### src/hsmid_map.svh
// hsmid_map.svh: opcode patterns, field positions and constants for the
// halfword store / minus immediate decoder.
// assumes: included by the package file, whose definitions the decoder then uses; definitions only.
`ifndef HSMID_MAP_SVH
`define HSMID_MAP_SVH
// ----------------------------------------------------------------------
// register numbers
// ----------------------------------------------------------------------
`define HSMID_REG_SP 4'hD
`define HSMID_REG_PC 4'hF
// ----------------------------------------------------------------------
// 16-bit opcode prefixes
// ----------------------------------------------------------------------
`define HSMID_OP16_HST_IMM 5'h10
`define HSMID_OP16_HST_REG 7'h29
`define HSMID_OP16_SUB3 7'h0F
`define HSMID_OP16_SUB8 5'h07
// ----------------------------------------------------------------------
// 32-bit opcode prefixes (upper halfword, base field excluded) and the user-store lower-halfword field
// ----------------------------------------------------------------------
`define HSMID_OP32_HST_T2 12'hF8A
`define HSMID_OP32_HST_T3 12'hF82
`define HSMID_OP32_WST_T 12'hF84
`define HSMID_OP32_SUB_HI 5'h1E
`define HSMID_OP32_SUB_MID 5'h0D
`define HSMID_LO_USER 4'hE
`endif

### src/hsmid_pkg.sv
// hsmid_pkg.sv: types shared by the decoder.
// assumes: nothing beyond the map header.
`include "hsmid_map.svh"
package hsmid_pkg;
   // class of the instruction in the execute slot
   typedef enum logic [2:0] {
      HSMID_NONE,
      HSMID_STORE_H,
      HSMID_STORE_W,
      HSMID_SUB,
      HSMID_CMP,
      HSMID_SP_SUB
   } hsmid_op_type;
endpackage

### src/hsmid_decode.sv
// hsmid_decode.sv: decode and execute of halfword stores, user-level
// stores and subtract immediate.
// assumes: register file reads are combinational and arrive in the same
// cycle as the instruction; results are registered one cycle later.
//
// Function
// RULE1: immediate halfword store offset, index, low halfword
// RULE2: writeback stores offset address into base
// RULE3: register store shift 0..3; short form unshifted
// RULE4: wide register store shift from shift field
// RULE5: wide register store SP/PC source/offset unpredictable
// RULE6: register store address base plus shifted offset
// RULE7: wide stores with base 1111 are undefined
// RULE8: user-level stores use unprivileged access
// RULE9: user halfword store base plus byte immediate
// RULE10: user word store writes full word
// RULE11: user stores SP/PC source unpredictable
// RULE12: short subtract sets flags outside conditional block
// RULE13: short byte subtract shares operand/destination field
// RULE14: wide subtract flags by S, expanded immediate
// RULE15: destination 1111 with S compares; base 1101 SP
// RULE16: wide subtract SP/PC destination or PC base unpredictable
// RULE17: subtract as add inverted plus one; NZCV
// RULE18: undefined raises exception, no side effects
`timescale 1ns/1ps
module hsmid_decode
   import hsmid_pkg::*;
(
   input wire logic mclk, // core clock, 100 MHz
   input wire logic rst, // asynchronous, active high
   input wire logic instr_valid, // instruction present this cycle
   input wire logic instr_wide, // instruction is 32-bit
   input wire logic [31:0] instr, // 32-bit: first halfword in [31:16]
   input wire logic in_cond_block, // inside conditional execution block
   output logic [3:0] rd_a_sel, // read port a: base / first operand
   output logic [3:0] rd_b_sel, // read port b: offset register
   output logic [3:0] rd_c_sel, // read port c: source register
   input wire logic [31:0] rd_a, // value of rd_a_sel
   input wire logic [31:0] rd_b, // value of rd_b_sel
   input wire logic [31:0] rd_c, // value of rd_c_sel
   output logic wr_en, // register writeback strobe
   output logic [3:0] wr_sel, // register to write
   output logic [31:0] wr_data, // value written
   output logic flags_en, // flags update strobe
   output logic [3:0] flags_nzcv, // new N,Z,C,V
   output logic mem_wr, // memory write strobe
   output logic [31:0] mem_addr, // memory address
   output logic [31:0] mem_data, // write data, halfword in low bits
   output logic [1:0] mem_size, // 1: halfword, 2: word
   output logic mem_user, // access made as unprivileged
   output logic undef_exc, // undefined instruction pulse
   output logic unpred, // unpredictable encoding pulse
   output hsmid_op_type op_class // class of last executed instruction
);
   // ----------------------------------------------------------------------
   // helpers
   // ----------------------------------------------------------------------
   // modified immediate expansion for the wide subtract
   function automatic logic [31:0] expand_imm(input logic [11:0] v);
      logic [7:0] b;
      logic [31:0] r;
      b = v[7:0];
      r = 32'h0;
      if (v[11:10] == 2'b00) begin
         unique case (v[9:8])
            2'b00: r = {24'h0, b};
            2'b01: r = {8'h0, b, 8'h0, b};
            2'b10: r = {b, 8'h0, b, 8'h0};
            2'b11: r = {b, b, b, b};
         endcase
      end else begin
         r = {24'h0, 1'b1, v[6:0]};
         r = (r >> v[11:7]) | (r << (6'd32 - {1'b0, v[11:7]}));
      end
      return r;
   endfunction
   // register 13 or 15
   function automatic logic sp_or_pc(input logic [3:0] r);
      return (r == `HSMID_REG_SP) || (r == `HSMID_REG_PC);
   endfunction

   // ----------------------------------------------------------------------
   // decode
   // ----------------------------------------------------------------------
   logic [15:0] hi; // first halfword
   logic [15:0] lo; // second halfword or short instruction
   logic [3:0] base_reg_field;
   logic [3:0] source_reg_field;
   logic [3:0] offset_reg_field;
   logic [7:0] byte_immediate_field;
   logic [2:0] three_bit_immediate_field;
   logic [1:0] shift_amount_field;
   hsmid_op_type next_op;
   logic [31:0] imm; // zero-extended or expanded operand
   logic use_reg_off; // offset comes from rd_b
   logic [1:0] shamt;
   logic add_off, index, wback, setflags, user, is_undef, is_unpred;
   logic [3:0] dest;
   logic [1:0] size;

   assign hi = instr[31:16];
   assign lo = instr[15:0];
   assign byte_immediate_field = lo[7:0];
   assign three_bit_immediate_field = lo[14:12];
   assign shift_amount_field = lo[5:4];

   // combinational field extraction and classification
   always_comb begin
      next_op = HSMID_NONE;
      base_reg_field = 4'h0;
      source_reg_field = 4'h0;
      offset_reg_field = 4'h0;
      imm = 32'h0;
      use_reg_off = 1'b0;
      shamt = 2'b00;
      add_off = 1'b1;
      index = 1'b1;
      wback = 1'b0;
      setflags = 1'b0;
      user = 1'b0;
      is_undef = 1'b0;
      is_unpred = 1'b0;
      dest = 4'h0;
      size = 2'd1;
      if (!instr_wide) begin
         if (lo[15:11] == `HSMID_OP16_HST_IMM) begin
            // short immediate store, halfword-scaled offset
            next_op = HSMID_STORE_H;
            base_reg_field = {1'b0, lo[5:3]};
            source_reg_field = {1'b0, lo[2:0]};
            imm = {26'h0, lo[10:6], 1'b0};
         end else if (lo[15:9] == `HSMID_OP16_HST_REG) begin
            // short register store: no shift, indexed, no writeback
            next_op = HSMID_STORE_H; // RULE3
            base_reg_field = {1'b0, lo[5:3]};
            source_reg_field = {1'b0, lo[2:0]};
            offset_reg_field = {1'b0, lo[8:6]};
            use_reg_off = 1'b1;
         end else if (lo[15:9] == `HSMID_OP16_SUB3) begin
            next_op = HSMID_SUB;
            base_reg_field = {1'b0, lo[5:3]};
            dest = {1'b0, lo[2:0]};
            imm = {29'h0, lo[8:6]};
            setflags = !in_cond_block; // RULE12
         end else if (lo[15:11] == `HSMID_OP16_SUB8) begin
            next_op = HSMID_SUB;
            base_reg_field = {1'b0, lo[10:8]}; // RULE13
            dest = {1'b0, lo[10:8]}; // RULE13
            imm = {24'h0, lo[7:0]};
            setflags = !in_cond_block; // RULE12
         end
      end else begin
         base_reg_field = hi[3:0];
         source_reg_field = lo[15:12];
         offset_reg_field = lo[3:0];
         if (hi[15:4] == `HSMID_OP32_HST_T2) begin
            next_op = HSMID_STORE_H;
            imm = {20'h0, lo[11:0]};
            is_unpred = sp_or_pc(source_reg_field);
            is_undef = (base_reg_field == `HSMID_REG_PC); // RULE7
         end else if (hi[15:4] == `HSMID_OP32_HST_T3 && !lo[11]
            && lo[11:6] == 6'h00) begin
            // wide register store with shift field
            next_op = HSMID_STORE_H;
            use_reg_off = 1'b1;
            shamt = shift_amount_field; // RULE4
            is_unpred = sp_or_pc(source_reg_field)
               || sp_or_pc(offset_reg_field); // RULE5
            is_undef = (base_reg_field == `HSMID_REG_PC); // RULE7
         end else if ((hi[15:4] == `HSMID_OP32_HST_T3
            || hi[15:4] == `HSMID_OP32_WST_T) && lo[11]) begin
            next_op = (hi[6:5] == 2'b10) ? HSMID_STORE_W : HSMID_STORE_H;
            size = (hi[6:5] == 2'b10) ? 2'd2 : 2'd1;
            imm = {24'h0, byte_immediate_field};
            is_unpred = sp_or_pc(source_reg_field); // RULE11
            is_undef = (base_reg_field == `HSMID_REG_PC); // RULE7
            if (lo[11:8] == `HSMID_LO_USER) begin
               user = 1'b1; // RULE8
            end else if (hi[15:4] == `HSMID_OP32_HST_T3) begin
               // pre/post indexed halfword store with P,U,W
               index = lo[10];
               add_off = lo[9];
               wback = lo[8];
               is_unpred = is_unpred
                  || (lo[8] && base_reg_field == source_reg_field);
               is_undef = is_undef || (!lo[10] && !lo[8]); // RULE7
            end else begin
               next_op = HSMID_NONE; // other word store forms elsewhere
               is_undef = 1'b0;
               is_unpred = 1'b0;
               user = 1'b0;
            end
         end else if (hi[15:11] == `HSMID_OP32_SUB_HI && !hi[9]
            && hi[8:5] == 4'hD && !lo[15]) begin
            dest = lo[11:8];
            setflags = hi[4]; // RULE14
            imm = expand_imm({hi[10], three_bit_immediate_field,
               byte_immediate_field}); // RULE14
            if (dest == `HSMID_REG_PC && hi[4]) begin
               next_op = HSMID_CMP; // RULE15
            end else if (base_reg_field == `HSMID_REG_SP) begin
               next_op = HSMID_SP_SUB; // RULE15
            end else begin
               next_op = HSMID_SUB;
               is_unpred = (dest == `HSMID_REG_SP)
                  || (dest == `HSMID_REG_PC && !hi[4])
                  || (base_reg_field == `HSMID_REG_PC); // RULE16
            end
         end
      end
   end

   assign rd_a_sel = base_reg_field;
   assign rd_b_sel = offset_reg_field;
   assign rd_c_sel = source_reg_field;

   // ----------------------------------------------------------------------
   // datapath
   // ----------------------------------------------------------------------
   logic [31:0] offset; // immediate or shifted offset register
   logic [31:0] offset_addr; // base +/- offset
   logic [32:0] diff; // first operand + ~imm + 1
   logic go; // legal, recognised instruction
   logic is_store;
   assign offset = use_reg_off ? (rd_b << shamt) : imm; // RULE3 RULE6
   assign offset_addr = add_off ? rd_a + offset : rd_a - offset; // RULE1
   assign diff = {1'b0, rd_a} + {1'b0, ~imm} + 33'h1; // RULE17
   assign go = instr_valid && !is_undef && next_op != HSMID_NONE;
   assign is_store = next_op == HSMID_STORE_H || next_op == HSMID_STORE_W;

   // memory write port; undefined encodings never reach memory
   always_ff @(posedge mclk or posedge rst) begin
      if (rst) begin
         mem_wr <= 1'b0;
         mem_addr <= 32'h0;
         mem_data <= 32'h0;
         mem_size <= 2'd0;
         mem_user <= 1'b0;
      end else begin
         mem_wr <= go && is_store; // RULE18
         if (go && is_store) begin
            mem_addr <= index ? offset_addr : rd_a; // RULE1 RULE6 RULE9
            mem_data <= (size == 2'd2) ? rd_c
               : {16'h0, rd_c[15:0]}; // RULE1 RULE10
            mem_size <= size;
            mem_user <= user; // RULE8
         end
      end
   end

   // register writeback: base update or subtract result
   always_ff @(posedge mclk or posedge rst) begin
      if (rst) begin
         wr_en <= 1'b0;
         wr_sel <= 4'h0;
         wr_data <= 32'h0;
      end else begin
         wr_en <= go && ((is_store && wback) || next_op == HSMID_SUB);
         if (go && is_store && wback) begin
            wr_sel <= base_reg_field; // RULE2
            wr_data <= offset_addr; // RULE2
         end else if (go && next_op == HSMID_SUB) begin
            wr_sel <= dest;
            wr_data <= diff[31:0]; // RULE17
         end
      end
   end

   // condition flags; compare updates flags without a result write
   always_ff @(posedge mclk or posedge rst) begin
      if (rst) begin
         flags_en <= 1'b0;
         flags_nzcv <= 4'h0;
      end else begin
         flags_en <= go && setflags
            && (next_op == HSMID_SUB || next_op == HSMID_CMP);
         // stack subtract is handled elsewhere; keep the held flags intact
         if (go && setflags && next_op != HSMID_SP_SUB) begin
            flags_nzcv <= {diff[31], diff[31:0] == 32'h0, diff[32],
               (rd_a[31] != imm[31]) && (diff[31] != rd_a[31])}; // RULE17
         end
      end
   end

   // exception and status pulses
   always_ff @(posedge mclk or posedge rst) begin
      if (rst) begin
         undef_exc <= 1'b0;
         unpred <= 1'b0;
         op_class <= HSMID_NONE;
      end else begin
         undef_exc <= instr_valid && is_undef; // RULE18
         unpred <= go && is_unpred; // RULE5 RULE11 RULE16
         if (instr_valid) begin
            op_class <= is_undef ? HSMID_NONE : next_op;
         end
      end
   end

   // ----------------------------------------------------------------------
   // checks
   // ----------------------------------------------------------------------
   a_undef_quiet: assert property (@(posedge mclk) disable iff (rst) // RULE18
      undef_exc |-> !mem_wr && !wr_en && !flags_en)
      else $error("undefined instruction had side effects");
   a_undef_base: assert property (@(posedge mclk) disable iff (rst) // RULE7
      instr_valid && instr_wide && is_store && rd_a_sel == 4'hF
      |=> undef_exc && !mem_wr)
      else $error("base 1111 store not undefined");
   a_user_access: assert property (@(posedge mclk) disable iff (rst) // RULE8
      go && user |=> mem_wr && mem_user)
      else $error("user-level store not unprivileged");
   a_half_data: assert property (@(posedge mclk) disable iff (rst) // RULE1
      go && next_op == HSMID_STORE_H |=> mem_data[31:16] == 16'h0
      && mem_size == 2'd1)
      else $error("halfword store data not low halfword");
   a_word_data: assert property (@(posedge mclk) disable iff (rst) // RULE10
      go && next_op == HSMID_STORE_W |=> mem_data == $past(rd_c))
      else $error("word store data mismatch");
   a_wback_base: assert property (@(posedge mclk) disable iff (rst) // RULE2
      go && is_store && wback |=> wr_en && wr_sel == $past(rd_a_sel))
      else $error("writeback missing");
   a_flags_cond: assert property (@(posedge mclk) disable iff (rst) // RULE12
      go && !instr_wide && next_op == HSMID_SUB && in_cond_block
      |=> !flags_en)
      else $error("flags updated inside conditional block");
   a_cmp_nowrite: assert property (@(posedge mclk) disable iff (rst) // RULE15
      go && next_op == HSMID_CMP |=> flags_en && !wr_en)
      else $error("compare wrote a register");
   a_sub_result: assert property (@(posedge mclk) disable iff (rst) // RULE17
      go && next_op == HSMID_SUB |=> wr_data == $past(rd_a) - $past(imm))
      else $error("subtract result wrong");
   a_reg_addr: assert property (@(posedge mclk) disable iff (rst) // RULE6
      go && use_reg_off |=> mem_addr == $past(rd_a) + ($past(rd_b)
      << $past(shamt)))
      else $error("register store address wrong");
endmodule

### config.mk
export PLATFORM = sky130hd
export DESIGN_NAME = hsmid_decode
export DESIGN_NICKNAME = d
export VERILOG_FILES = /design/src/hsmid_pkg.sv /design/src/hsmid_decode.sv
export VERILOG_INCLUDE_DIRS = /design/src
export SDC_FILE = /design/constraint.sdc
export NUM_CORES = 1
export LEC_CHECK = 0
export BUFFER_PORTS_ARGS = -buffer_cell sky130_fd_sc_hd__buf_2
export CAP_MARGIN = 30
export CORE_MARGIN = 2
export CORE_UTILIZATION = 51
export CTS_BUF_LIST = sky130_fd_sc_hd__clkbuf_8 sky130_fd_sc_hd__clkbuf_16
export DETAILED_ROUTE_END_ITERATION = 8
export PLACE_DENSITY = 0.79
export RECOVER_POWER = 50
export SLEW_MARGIN = 20
export SYNTH_ARGS = -nofsm -noshare
export SYNTH_HDL_FRONTEND = slang
export SYNTH_SLANG_ARGS = --single-unit
### constraint.sdc
create_clock -name mclk -period 3.04 [get_ports mclk]
set_input_delay 0.152 -clock mclk [delete_from_list [all_inputs] [get_ports mclk]]
set_output_delay 0.152 -clock mclk [all_outputs]
set_load 0.02 [all_outputs]
==> results.yml, run 1 <==
placed_design:
  post_dp_cell_area_um2: 16870
  count_of_input_and_output_buffers: 259
  routabilityCongestion: 1.024
  dp.cells: 2384
  dp_hpwl_mm: 41.68
die:
  die_y_um: 153.4
  die_span_x_um: 153.4
  floorplan.initialDensity: 0.5199
  rows: 54
  io-pin-count: 260
global_route:
  globalRouteOverflowTotal: 193
  grtUsageTotal: 0.8151
  grt_max_degree: 84
logic_synthesis:
  commonest_register_cell_after_synthesis: "dfrtp_1"
  avg_inst_size_synth_um2: 7.965
  synth-edff-count: 0
  synthDominantCellAreaShare: 0.2528
  post_synth_arst_share: 1.000
  post-synth-top-area-cell: "dfrtp_1"
  syn_area_um2: 11380
  ys.warnings.count: 0
  yosysUniqueCellTypes: 97
  mappedNetlistNets: 1637
  ys_seq_area_frac: 0.2528
  ys_seq_elements: 115
  post_synth_main_area_contributors: "dfrtp_1, ha_1, nand2_1, o21ai_0, mux2i_1"
  syn_inst: 1429
clock_tree:
  clock_path_buffers: 2
  cts_buffers: 17
  cts-htree-levels: 4
  cts.sinks: 115
  ctsRootBufferMaster: "clkbuf_16"
timing:
  timing.grt.repair.worst_endpoint: "wr_data[28]$_DFFE_PP0P_/D"
  worstEpCategory: "register data pin"
run_status:
  outcome: "stopped before the end"
  flow.stopped_at: "global routing (5_1_grt)"
  flow.first_error: "[ERROR GRT-0232] Routing congestion too high. Check the congestion heatmap in the GUI."
cell families after synthesis:
family,synth area share
simple gates,0.2226
compound gates,0.2699
buf+inv,0.04474
flops,0.2528
fa+ha+maj,0.08376
xor+xnor,0.05760
mux,0.06859
cell usage after synthesis, types with 27 or more instances:
| cell type | n |
|---|---|
| dfrtp_1 | 115 |
| nand3_1 | 32 |
| mux2i_1 | 51 |
| xor2_1 | 27 |
| clkbuf_1 | 66 |
| ha_1 | 73 |
| nand2_1 | 202 |
| nor3_1 | 31 |
| o21ai_0 | 110 |
| nor2_1 | 98 |
| xnor2_1 | 46 |
| a21oi_1 | 95 |
| inv_1 | 43 |
per-stage QoR:
stage	setup WS (ps)	util
after floorplan	-2431	-
after CTS	-2332	0.8812
after global placement	-2922	0.7706
after detailed placement	-3242	0.7706
what timing repair did:
item	in CTS
pin swaps	135
buffers inserted	61
hold buffers	34
hold endpoints to repair	65
endpoints found under the setup margin	69
gates resized for setup	220
layer usage:
| metal | global-route usage | GRT overflow |
|---|---|---|
| met5 | 0.3540 | 0 |
| met4 | 0.8545 | 88 |
| met3 | 0.6711 | 6 |
| met2 | 0.9668 | 99 |
| met1 | 0.8020 | 0 |
==> inputs of run 2 (changes only) <==
CORE_UTILIZATION = 40   (was 51)
CTS_BUF_LIST = not set   (was sky130_fd_sc_hd__clkbuf_8 sky130_fd_sc_hd__clkbuf_16)
PLACE_DENSITY = not set   (was 0.79)
PLACE_DENSITY_LB_ADDON = 0.15   (was not set)
clock period = 3.95 ns   (was 3.04 ns; I/O delays follow)
==> run 2 against run 1 <==
Against the previous run:
- the flow now finishes, with violations (max-capacitance violations, max-slew violations, negative setup slack)
- synthesized cell count unchanged
- synthesized area stayed put
==> results.yml, run 2 <==
run_status:
  outcome: "finished, violations left"
  violations: "max-capacitance violations, max-slew violations, negative setup slack"
global_route:
  first_pass_grt_wire_length_mm: 82.40
  grtUsageTotal: 0.3521
  globalRouteOverflowTotal: 0
  via_count_of_the_first_global_routing_pass: 14375
  grt_max_degree: 101
  initial_antenna_violation_count: 2
clock_tree:
  insertion_delay_ps: 440
  cts.sinks: 115
  cts-htree-levels: 4
  tritoncts_clock_tree: "done"
  clkSlewWorstSetupHoldPaths_ps: 60
  cts_buffers: 17
  ctsRootBufferMaster: "clkbuf_16"
  clock_path_buffers: 2
die:
  floorplan.initialDensity: 0.4075
  die_span_x_um: 172.7
  io-pin-count: 260
  floorplan.core_area_um2: 27930
  die_y_um: 172.7
  rows: 61
  dieArea_um2: 29820
setup_path:
  crit_arrival_ps: 5550
  worstPathMaxFanout: 7
  criticalPathCategory: "primary input to flip-flop"
  critPathMostFrequentCell: "inv_2"
  max_stage_delay_ps: 500
  worst_setup_path_end_kind: "flip-flop"
  timing.critical_path.from_type: "primary input"
  worst-endpoint-required_ps: 4280
  crit_path_top_delay_cell: "o211ai_1"
placed_design:
  post_dp_cell_area_um2: 16670
  count_of_input_and_output_buffers: 259
  dp.cells: 2453
  routabilityCongestion: 1.044
  dp_hpwl_mm: 42.47
cells_and_area:
  largestRegisters: "mem_addr x32, mem_data x32, wr_data x32"
  multi_input_comb_area_um2: 9304
  utilization: 0.6855
  layout_commonest_cell: "buf_4"
  seq_area_um2: 2878
  post_route_cells_drive_above_1_share: 0.4517
  syn2layout_area_growth_pct: 68.23
  postLayoutCellArea_um2: 19150
  nNetsFinal: 2391
  post_layout_nonfiller_instances: 2576
  final_cell_mix: "buf_4, nand2_1, buf_2"
  filler_cell_count: 2393
logic_synthesis:
  post_synth_main_area_contributors: "dfrtp_1, ha_1, nand2_1, o21ai_0, mux2i_1"
  mappedNetlistNets: 1637
  avg_inst_size_synth_um2: 7.965
  synthDominantCellAreaShare: 0.2528
  ys_seq_area_frac: 0.2528
  yosysUniqueCellTypes: 97
  synth-edff-count: 0
  syn_area_um2: 11380
  synth_top_cells_by_count: "nand2_1, dfrtp_1, o21ai_0"
  syn_inst: 1429
  ys.warnings.count: 0
  post_synth_arst_share: 1.000
  post-synth-top-area-cell: "dfrtp_1"
  commonest_register_cell_after_synthesis: "dfrtp_1"
  post-synth-top-count-cell: "nand2_1"
  ys_seq_elements: 115
detailed_routing:
  vias: 14563
  detailedRoute.firstIterationViolations: 1213
  drt_drc_violations_left: 0
  route.detailed.vias_per_inst: 5.653
  drt-total-wl_mm: 54.00
  antenna_violating_nets_post_route: 0
  dr.pass1.iters: 5
  routed_wire_length_per_instance_um: 20.96
power_and_ir_drop:
  power_switching_uw: 1938
  combinational_power_share: 0.390
  power_per_cell_area_nw_per_um2: 271.7
  clockPowerShare: 0.322
  intPower_uw: 3265
  post-layout-total-power_uw: 5203
  p_leak_uw: 0.009336
  power_switching_share: 0.3725
  irDropWorstVdd_mv: 0.2565
  power.share.sequential: 0.288
timing:
  worst_pin_slew_ps: 2147
  post_route_clock_period_utilization: 1.321
  skew_ps: 0
  fmax_mhz: 191.6
  timing.max_slew.rel_slack: -0.4389
  drv_slew: 50
  fin_setup_tns_ps: -41700
  final_hold_violation_count: 0
  period_needed_ps: 5218
  timing.final.setup_violations: 49
  rsz0062_at_grt: "true"
  finalWorstSetupSlack_ps: -1268
min_path:
  hold_wc_path_type: "primary input to flip-flop"
job:
  cap_viol_max_count: 1
run 2: cell counts after synthesis:
No cell type changed its count.
run 2: kinds of logic (layout without fill, tap and decap cells):
kind of cell | count (synthesis) | count (layout) | synth area share
xor+xnor | 74 | 74 | 0.05760
fa+ha+maj | 75 | 75 | 0.08376
flops | 115 | 115 | 0.2528
mux | 70 | 70 | 0.06859
compound gates | 453 | 453 | 0.2699
simple gates | 515 | 515 | 0.2226
buf+inv | 127 | 894 | 0.04474
other cells | 0 | 2 | 0
run 2: routing by layer:
metal | part of all wire | GRT usage
met1 | 0.43 | 0.4568
met2 | 0.47 | 0.5793
met3 | 0.059 | 0.04815
met4 | 0.048 | 0.1698
met5 | 0 | 0
run 2: area by class of cell:
type                    instances  area share
multi-input cells            1187      0.4859
diodes                          2   0.0002614
well taps                     378     0.02470
repair buffers                818      0.2979
flip-flops and latches        115      0.1503
inverters                      44    0.008821
clock inverters                13    0.009017
clock buffers                  19     0.02313
run 2: through the flow:
step | setup slack, ps | hold WS (ps)
after global routing | -1480 | 14.80
after global placement | -1856 | 386.8
final | -1268 | 15.24
after CTS | -1124 | 14.45
after detailed placement | -2011 | 318.4
after floorplan | -1575 | 302.9
run 2: power groups by stage:
| stage | sequential, uW | combinational [uW] | clock, uW |
|---|---|---|---|
| after floorplan | 1770 | 708 | 0 |
| after global placement | 1500 | 1850 | 0 |
| after detailed placement | 1510 | 1870 | 0 |
| after CTS | 1490 | 1980 | 1680 |
| after global routing | 1530 | 2170 | 1730 |
| final | 1500 | 2030 | 1670 |
run 2: what timing repair did:
action                                  in CTS  in global routing
endpoints found under the hold margin       78                  0
pin swaps                                   60                 80
endpoints found under the setup margin      59                 59
buffers inserted                            46                 22
resized for setup                          144                117
hold buffers                                32                  0
run 2: final timing paths:
check,from,end,slack [ps],cells past startpoint
min in group asynchronous,rst,mem_addr[26],870,3
worst min-delay path,rd_c[24],mem_data[24],20,2
max in group asynchronous,rst,mem_addr[1],1260,4
worst min register to register,mem_data[13],mem_data[13],470,2
worst max register to register,wr_data[13],wr_data[13],3000,3
worst max-delay path,instr[12],mem_addr[31],-1270,27
run 2: worst max-delay path: cells and delay by family:
kind / cells / cell delay, ps
simple gates: 7 / 1210
compound gates: 12 / 2790
mux: 1 / 170
xor+xnor: 1 / 170
fa+ha+maj: 2 / 530
buf+inv: 4 / 460
(Power assumes the default switching activity.)
